File: config.mk
export PLATFORM = sky130hd
export DESIGN_NAME = bfc_exec
export DESIGN_NICKNAME = d
export VERILOG_FILES = /design/src/hw/bfc_pkg.sv /design/src/hw/bfc_bit_unit.sv /design/src/hw/bfc_exec.sv
export SDC_FILE = /design/constraint.sdc
export NUM_CORES = 1
export LEC_CHECK = 0
export BUFFER_PORTS_ARGS = -buffer_cell sky130_fd_sc_hd__buf_2
export CAP_MARGIN = 0
export CORE_AREA = 2 2 59 61
export CTS_CLUSTER_SIZE = 20
export DETAILED_ROUTE_END_ITERATION = 10
export DIE_AREA = 0 0 61 63
export GPL_ROUTABILITY_DRIVEN = 0
export PLACE_DENSITY = 0.68
export SYNTH_ARGS = -nofsm -noshare
export SYNTH_HDL_FRONTEND = slang
export SYNTH_SLANG_ARGS = --single-unit
File: constraint.sdc
create_clock -name ref_clk -period 5.2 [get_ports ref_clk]
set_clock_uncertainty 0.15 [all_clocks]
set_input_delay 0.52 -clock ref_clk [delete_from_list [all_inputs] [get_ports ref_clk]]
set_output_delay 0.52 -clock ref_clk [all_outputs]
set_load 0.01 [all_outputs]
File: src/hw/bfc_pkg.sv
/*
  bfc_pkg: constants for the bit, flag and core-control execution block.
  Assumes one core clock; flag register bit order is fixed by the core.
*/
// Contract
// - bit store copies selected source bit into transfer flag, one cycle
// - bit load writes transfer flag into selected destination bit, one cycle
// - sign flag set and clear touch only that flag, one cycle
// - overflow flag set and clear touch only that flag, one cycle
// - half-carry set and clear touch only that flag, one cycle
// - interrupt on sets, off clears the interrupt-enable flag, one cycle
// - sleep takes one cycle, keeps flags, signals the sleep logic
// - watchdog restart takes one cycle, keeps flags, pulses watchdog restart
// - break signals debug and halts until debug_resume, keeps flags, no fixed cycle count
package bfc_pkg;
  // flag positions in the processor flag register
  localparam logic [2:0] BFC_FLAG_C = 3'h0;
  localparam logic [2:0] BFC_FLAG_Z = 3'h1;
  localparam logic [2:0] BFC_FLAG_N = 3'h2;
  localparam logic [2:0] BFC_FLAG_V = 3'h3;
  localparam logic [2:0] BFC_FLAG_S = 3'h4;
  localparam logic [2:0] BFC_FLAG_H = 3'h5;
  localparam logic [2:0] BFC_FLAG_T = 3'h6;
  localparam logic [2:0] BFC_FLAG_I = 3'h7;
  localparam logic [7:0] BFC_FLAGS_RESET = 8'h00;
  localparam logic [7:0] BFC_RESULT_RESET = 8'h00;
  localparam int BFC_OP_CYCLES = 1;

  // operation codes presented by the decoder
  typedef enum logic [4:0] {
    BFC_OP_NONE = 5'h00,
    BFC_OP_BIT_STORE = 5'h01,
    BFC_OP_BIT_LOAD = 5'h02,
    BFC_OP_FLAG_SET = 5'h03,
    BFC_OP_FLAG_CLEAR = 5'h04,
    BFC_OP_SWAP = 5'h05,
    BFC_OP_SLEEP = 5'h06,
    BFC_OP_WDOG = 5'h07,
    BFC_OP_BREAK = 5'h08
  } bfc_op_t;

  // execution state, one-hot
  typedef enum logic [1:0] {
    BFC_ST_RUN = 2'h1,
    BFC_ST_HALT = 2'h2
  } bfc_state_t;
endpackage

File: src/hw/bfc_bit_unit.sv
/*
  bfc_bit_unit: combinational bit select, bit insert and nibble swap.
  Assumes operands are stable within the cycle they are presented.
*/
`timescale 1ns/100ps
`default_nettype none
module bfc_bit_unit #(
  parameter int WIDTH = 8
) (
  // operands
  input wire logic [WIDTH-1:0] operand,
  input wire logic [2:0] bit_sel,
  input wire logic insert_val,
  // results
  output logic picked_bit,
  output logic [WIDTH-1:0] inserted,
  output logic [WIDTH-1:0] swapped
);
  // per-bit insert of the given value at the selected position
  genvar gi;
  generate
    for (gi = 0; gi < WIDTH; gi++) begin : g_ins
      assign inserted[gi] = (bit_sel == 3'(gi)) ? insert_val : operand[gi];
    end
  endgenerate

  // select and nibble exchange
  assign picked_bit = operand[bit_sel];
  assign swapped = {operand[WIDTH/2-1:0], operand[WIDTH-1:WIDTH/2]};
endmodule
`default_nettype wire

File: src/hw/bfc_exec.sv
/*
  bfc_exec: executes bit transfer, flag set/clear, swap, sleep, watchdog
  restart and break. Assumes the decoder presents one op per valid pulse
  and that register-file write-back happens from result and result_we.
*/
`timescale 1ns/100ps
`default_nettype none
module bfc_exec #(
  parameter int WIDTH = 8
) (
  // clock and reset
  input wire logic ref_clk,
  input wire logic reset_n,
  // operation request
  input wire logic op_valid,
  input wire bfc_pkg::bfc_op_t op_code,
  input wire logic [2:0] bit_index,
  input wire logic [WIDTH-1:0] reg_operand,
  // debug release of break halt
  input wire logic debug_resume,
  // results
  output logic [WIDTH-1:0] result,
  output logic result_we,
  output logic [7:0] processor_flag_register,
  output logic op_done,
  // core control strobes and halt status
  output logic sleep_request,
  output logic watchdog_restart,
  output logic debug_break,
  output logic halted
);
  logic [7:0] flags_reg, flags_next;
  logic [WIDTH-1:0] result_reg, result_next;
  logic we_reg, done_reg, sleep_reg, wdog_reg, brk_reg;
  bfc_pkg::bfc_state_t state_reg, state_next;
  logic picked_bit;
  logic [WIDTH-1:0] inserted, swapped;
  logic [7:0] flag_mask;

  bfc_bit_unit #(.WIDTH(WIDTH)) bfc_bit_unit_i (
    .operand(reg_operand),
    .bit_sel(bit_index),
    .insert_val(flags_reg[bfc_pkg::BFC_FLAG_T]),
    .picked_bit(picked_bit),
    .inserted(inserted),
    .swapped(swapped)
  );

  // op decode, qualified by run state
  wire run = (state_reg == bfc_pkg::BFC_ST_RUN);
  wire go = op_valid && run;
  wire do_store = go && (op_code == bfc_pkg::BFC_OP_BIT_STORE);
  wire do_load = go && (op_code == bfc_pkg::BFC_OP_BIT_LOAD);
  wire do_set = go && (op_code == bfc_pkg::BFC_OP_FLAG_SET);
  wire do_clr = go && (op_code == bfc_pkg::BFC_OP_FLAG_CLEAR);
  wire do_swp = go && (op_code == bfc_pkg::BFC_OP_SWAP);
  wire do_slp = go && (op_code == bfc_pkg::BFC_OP_SLEEP);
  wire do_wdog = go && (op_code == bfc_pkg::BFC_OP_WDOG);
  wire do_brk = go && (op_code == bfc_pkg::BFC_OP_BREAK);
  wire known = do_store | do_load | do_set | do_clr | do_swp | do_slp | do_wdog;

  // one-bit mask from the flag index
  assign flag_mask = 8'h01 << bit_index;

  // flag update: only the addressed flag moves
  always_comb begin
    flags_next = flags_reg;
    if (do_store) begin
      flags_next[bfc_pkg::BFC_FLAG_T] = picked_bit;
    end else if (do_set) begin
      flags_next = flags_reg | flag_mask;
    end else if (do_clr) begin
      flags_next = flags_reg & ~flag_mask;
    end
  end

  // register write-back data
  always_comb begin
    result_next = result_reg;
    if (do_load) begin
      result_next = inserted;
    end else if (do_swp) begin
      result_next = swapped;
    end
  end

  // break halts until debug releases it
  always_comb begin
    case (state_reg)
      bfc_pkg::BFC_ST_RUN: state_next = do_brk ? bfc_pkg::BFC_ST_HALT : bfc_pkg::BFC_ST_RUN;
      bfc_pkg::BFC_ST_HALT: state_next = debug_resume ? bfc_pkg::BFC_ST_RUN : bfc_pkg::BFC_ST_HALT;
      default: state_next = bfc_pkg::BFC_ST_RUN;
    endcase
  end

  // state and flag storage
  always_ff @(posedge ref_clk or negedge reset_n) begin
    if (!reset_n) begin
      flags_reg <= bfc_pkg::BFC_FLAGS_RESET;
      result_reg <= WIDTH'(bfc_pkg::BFC_RESULT_RESET);
      state_reg <= bfc_pkg::BFC_ST_RUN;
    end else begin
      flags_reg <= flags_next;
      result_reg <= result_next;
      state_reg <= state_next;
    end
  end

  // one-cycle strobes
  always_ff @(posedge ref_clk or negedge reset_n) begin
    if (!reset_n) begin
      we_reg <= 1'b0;
      done_reg <= 1'b0;
      sleep_reg <= 1'b0;
      wdog_reg <= 1'b0;
      brk_reg <= 1'b0;
    end else begin
      we_reg <= do_load | do_swp;
      done_reg <= known;
      sleep_reg <= do_slp;
      wdog_reg <= do_wdog;
      brk_reg <= do_brk;
    end
  end

  // outputs
  assign result = result_reg;
  assign result_we = we_reg;
  assign processor_flag_register = flags_reg;
  assign op_done = done_reg;
  assign sleep_request = sleep_reg;
  assign watchdog_restart = wdog_reg;
  assign debug_break = brk_reg;
  assign halted = (state_reg == bfc_pkg::BFC_ST_HALT);

  // checks: bit transfer between register and transfer flag
  store_copy_a: assert property (@(posedge ref_clk) disable iff (!reset_n)
    do_store |=> processor_flag_register[bfc_pkg::BFC_FLAG_T] == $past(reg_operand[bit_index])
      && $countones(processor_flag_register ^ $past(flags_reg)) <= 1)
    else $error("bit store flag mismatch");
  load_insert_a: assert property (@(posedge ref_clk) disable iff (!reset_n)
    do_load |=> result_we && result[$past(bit_index)] == $past(flags_reg[bfc_pkg::BFC_FLAG_T])
      && $countones(result ^ $past(reg_operand)) <= 1
      && $stable(processor_flag_register))
    else $error("bit load mismatch");

  // checks: named flag set and clear move only the addressed flag
  sign_setclr_a: assert property (@(posedge ref_clk) disable iff (!reset_n)
    (do_set || do_clr) && bit_index == bfc_pkg::BFC_FLAG_S
      |=> processor_flag_register[bfc_pkg::BFC_FLAG_S] == $past(do_set)
      && $countones(processor_flag_register ^ $past(flags_reg)) <= 1)
    else $error("sign flag op wrong");
  ovf_setclr_a: assert property (@(posedge ref_clk) disable iff (!reset_n)
    (do_set || do_clr) && bit_index == bfc_pkg::BFC_FLAG_V
      |=> processor_flag_register[bfc_pkg::BFC_FLAG_V] == $past(do_set)
      && $countones(processor_flag_register ^ $past(flags_reg)) <= 1)
    else $error("overflow flag op wrong");
  half_setclr_a: assert property (@(posedge ref_clk) disable iff (!reset_n)
    (do_set || do_clr) && bit_index == bfc_pkg::BFC_FLAG_H
      |=> processor_flag_register[bfc_pkg::BFC_FLAG_H] == $past(do_set)
      && $countones(processor_flag_register ^ $past(flags_reg)) <= 1)
    else $error("half carry op wrong");
  int_enable_a: assert property (@(posedge ref_clk) disable iff (!reset_n)
    (do_set || do_clr) && bit_index == bfc_pkg::BFC_FLAG_I
      |=> processor_flag_register[bfc_pkg::BFC_FLAG_I] == $past(do_set)
      && $countones(processor_flag_register ^ $past(flags_reg)) <= 1)
    else $error("interrupt enable op wrong");
  carry_setclr_a: assert property (@(posedge ref_clk) disable iff (!reset_n)
    (do_set || do_clr) && bit_index == bfc_pkg::BFC_FLAG_C
      |=> processor_flag_register[bfc_pkg::BFC_FLAG_C] == $past(do_set)
      && $countones(processor_flag_register ^ $past(flags_reg)) <= 1)
    else $error("carry flag op wrong");
  gen_set_a: assert property (@(posedge ref_clk) disable iff (!reset_n)
    do_set |=> processor_flag_register[$past(bit_index)]
      && $countones(processor_flag_register ^ $past(flags_reg)) <= 1)
    else $error("generic set wrong");
  gen_clear_a: assert property (@(posedge ref_clk) disable iff (!reset_n)
    do_clr |=> !processor_flag_register[$past(bit_index)]
      && $countones(processor_flag_register ^ $past(flags_reg)) <= 1)
    else $error("generic clear wrong");

  // checks: core control strobes last exactly one cycle
  sleep_pulse_a: assert property (@(posedge ref_clk) disable iff (!reset_n)
    do_slp |=> sleep_request && $stable(processor_flag_register))
    else $error("sleep pulse wrong");
  sleep_only_a: assert property (@(posedge ref_clk) disable iff (!reset_n)
    !do_slp |=> !sleep_request)
    else $error("sleep strobe without sleep op");
  wdog_pulse_a: assert property (@(posedge ref_clk) disable iff (!reset_n)
    do_wdog |=> watchdog_restart && $stable(processor_flag_register))
    else $error("watchdog pulse wrong");
  wdog_only_a: assert property (@(posedge ref_clk) disable iff (!reset_n)
    !do_wdog |=> !watchdog_restart)
    else $error("watchdog strobe without restart op");

  // checks: break halt and ignored requests
  brk_halt_a: assert property (@(posedge ref_clk) disable iff (!reset_n)
    do_brk |=> debug_break && halted && !op_done && $stable(processor_flag_register))
    else $error("break handling wrong");
  halt_ignore_a: assert property (@(posedge ref_clk) disable iff (!reset_n)
    halted && op_valid |=> !op_done && !result_we && $stable(processor_flag_register))
    else $error("op taken while halted");

  // checks: swap and write-back strobe
  swap_nib_a: assert property (@(posedge ref_clk) disable iff (!reset_n)
    do_swp |=> result_we && result == {$past(reg_operand[3:0]), $past(reg_operand[7:4])}
      && $stable(processor_flag_register))
    else $error("swap wrong");
  we_only_a: assert property (@(posedge ref_clk) disable iff (!reset_n)
    !(do_load || do_swp) |=> !result_we)
    else $error("write strobe without write op");

  // checks: completion pulse one cycle after every accepted op except break
  done_pulse_a: assert property (@(posedge ref_clk) disable iff (!reset_n)
    known |=> op_done)
    else $error("op done missing");
  done_only_a: assert property (@(posedge ref_clk) disable iff (!reset_n)
    !known |=> !op_done)
    else $error("op done without accepted op");

  // scenarios worth seeing
  cov_store_c: cover property (@(posedge ref_clk) do_store);
  cov_swap_c: cover property (@(posedge ref_clk) do_swp);
  cov_brk_c: cover property (@(posedge ref_clk) do_brk ##[1:20] debug_resume);
  cov_irq_on_c: cover property (@(posedge ref_clk) do_set && bit_index == bfc_pkg::BFC_FLAG_I);
  cov_sleep_c: cover property (@(posedge ref_clk) do_slp ##[1:4] do_wdog);
endmodule
`default_nettype wire

==> impl_metrics.toml <==
[floorplanning]
ioPinCount = 42
die_width_um = 61
rows = 21
initial_core_util_pct = 38.4
dieArea_sq_mm = 0.00384
die_h_um = 63
fp.coreArea_sq_mm = 0.00323

[timing]
drv_slew = 0
finalSetupViolCount = 0
fin_crit_sh_pct = 42.1
holdWs_ns = -0.00224
tightestPinTransition_ns = 0.529
fmax_ghz = 0.457
rsz0062_at_grt = "false"
period_needed_ns = 2.19
setup-tns-final_ns = 0
hold_viol = 11
slew_headroom_pct = 64.5

[flow_run]
max_cap_viol_count = 0

[setup_path]
worstPathCellList = "ha_1 -> nand4bb_4 -> or3_1 -> or4_1 -> o311ai_1"
slowest_stage = "dfstp_2"
crit_type = "reg2reg"
critPathLaunchType = "register"
cp_num_buf_inv = 0
crit_family = "simple AND/OR/NAND/NOR gates"
cp.required_ns = 5.29
cp-end-kind = "register"
cp.depth = 5
max_stage_delay_ns = 0.56
reg2reg_depth = 5
crit_fanout = 6
crit_arrival_ns = 2.28

[grt]
grt_pass1_wl_um = 4620
grtUsageTotal_pct = 15.9
grt_pass1_vias = 1025
antenna_found_initial = 0
gr-total-overflow = 0
grt_start_max_net_pins = 24

[route]
ant_nets = 0
vias_per_cell = 5.37
drcViolationCount = 0
drt_iter0_markers = 35
avgRoutedWirePerCell_um = 14.4
vias = 1091
finalWirelength_um = 2920
dr.pass1.iters = 4

[clock_tree]
post_cts_resized = 0
htree_levels = 1
clk_pin_slew_ns = 0.13
clk_latency_ns = 0.33
postCtsSetupRepairBufs = 0
ctsHoldBuffers = 0
cts_buffer_depth = 2
cts_tree = "yes"
cts.sinks = 23
cts_root_buffer = "clkbuf_4"
cts_buffers = 3

[synthesis]
syn_area_per_cell_sq_um = 10.5
yosysSeqAreaShare_pct = 46.5
synth_warnings = 0
ys_ff_latch = 23
synth_fp_nets = 140
postSynthCellCount = 118
synthDistinctLibCells = 35
syn_area_sq_mm = 0.00124

[finish]
fillCellCount = 306
drive_gt1_share_pct = 33.8
area_growth_pct = 21.1
diodes = 0
finalInstanceArea_sq_mm = 0.00150
fin_util_pct = 46.5
fin_nets = 180

[hold_path]
hold_class = "in2async"

[placement]
place_area_sq_mm = 0.00148
dp_hpwl_um = 2250
io_buffers = 41

[power_and_ir_drop]
peakVddDrop_mv = 0.156
p_leak_nw = 0.726
p_per_area_mw_per_mm2 = 311

[run_status]
status = "complete, but fails checks"
failed_checks = "negative hold slack"
==> area by class of cell <==
| cell class | count | area (sq um) | share of cell area, % |
|---|---|---|---|
| inverter | 4 | 15.0 | 1.00 |
| tap | 46 | 57.6 | 3.83 |
| timing repair buffer | 41 | 205 | 13.7 |
| sequential | 23 | 577 | 38.4 |
| multi-input combinational | 85 | 621 | 41.3 |
| clock buffer | 4 | 26.3 | 1.75 |
==> stage by stage <==
step / setup WS, ns / power [W] / instances
global placement: 3.07 / 0.000381 / 199
CTS: 3.01 / 0.000469 / 203
finish: 3.01 / 0.000467 / 203
global route: 2.89 / 0.000496 / 203
floorplan: 3.12 / 0.000329 / 118
detailed placement: 3.03 / 0.000385 / 199
==> final timing paths <==
check,start,to,slack [ns]
min reg2reg,register,register,0.37
min,reset_n,asynchronous set/reset pin,-0.002
max reg2reg,state_reg[0],register,3.01
min in group ref_clk,debug_resume,state_reg[1],0.30
max,state_reg[0],register,3.01
max in group asynchronous,reset_n,state_reg[0],4.54
==> Yosys cell counts (all sizes together) <==
cell,instances,share of area [%]
mux4,1,1.8
ha,2,2.0
inv,4,1.2
nand3b,2,1.2
buf,2,1.0
a2111oi,1,0.71
nor3b,3,1.8
dfrtp,22,44
o311ai,2,1.4
nor2b,3,1.5
or3b,1,0.71
nand2,11,3.3
or3,3,1.5
or2,1,0.50
a21oi,2,0.81
a22o,3,2.1
nand2b,3,1.5
or4,1,0.61
a221o,5,4.0
nor2,8,2.4
o21ai,9,3.6
o221a,4,3.6
mux2i,8,6.5
nand4bb,1,2.2
and3,1,0.50
nand3,2,0.81
nand4,1,0.50
dfstp,1,2.1
nand4b,1,0.71
and4bb,1,1.0
nor3,4,1.6
clkbuf,4,1.2
mux2,1,0.91
==> routing by layer <==
metal / vias up / track usage [%] / share of wire (%)
li1: 519 / - / -
met1: 542 / 22.5 / 46
met2: 25 / 24.2 / 50
met3: 5 / 2.69 / 3.5
met4: 0 / 5.71 / 1.4
met5: - / 0 / 0
==> cell usage in the layout, fill, tap and decap left out, drive strengths merged <==
cell type | Yosys | final
nand4b | 1 | 1
o21ai | 9 | 9
mux4 | 1 | 1
a221o | 5 | 5
nor3b | 3 | 3
nand3b | 2 | 2
a21oi | 2 | 2
mux2i | 8 | 8
nand4 | 1 | 1
or3b | 1 | 1
or4 | 1 | 1
mux2 | 1 | 1
clkbuf | 4 | 4
o311ai | 2 | 2
inv | 4 | 4
or3 | 3 | 3
nand2b | 3 | 3
buf | 2 | 41
dfstp | 1 | 1
nor3 | 4 | 4
and3 | 1 | 1
o221a | 4 | 4
nand2 | 11 | 11
a22o | 3 | 3
nor2 | 8 | 8
or2 | 1 | 1
and4bb | 1 | 1
a2111oi | 1 | 1
ha | 2 | 2
dfrtp | 22 | 22
nand3 | 2 | 2
nand4bb | 1 | 1
nor2b | 3 | 3
==> cell families (layout without fill, tap and decap cells) <==
group	Yosys count	in the layout	share of synthesized area (%)
AND/OR/NAND/NOR	47	47	22.5
adder cells (fa/ha/maj)	2	2	2.02
AO/OA/AOI/OAI	26	26	16.3
buffers and inverters	10	49	3.43
multiplexers	10	10	9.18
flip-flops	23	23	46.5
==> power breakdown <==
group          total [W]  switching, W  internal (W)
logic           0.000141     0.0000681     0.0000726
clock network  0.0000867     0.0000566     0.0000301
registers       0.000240     0.0000241      0.000216
Power figures use the tool's default switching activity.
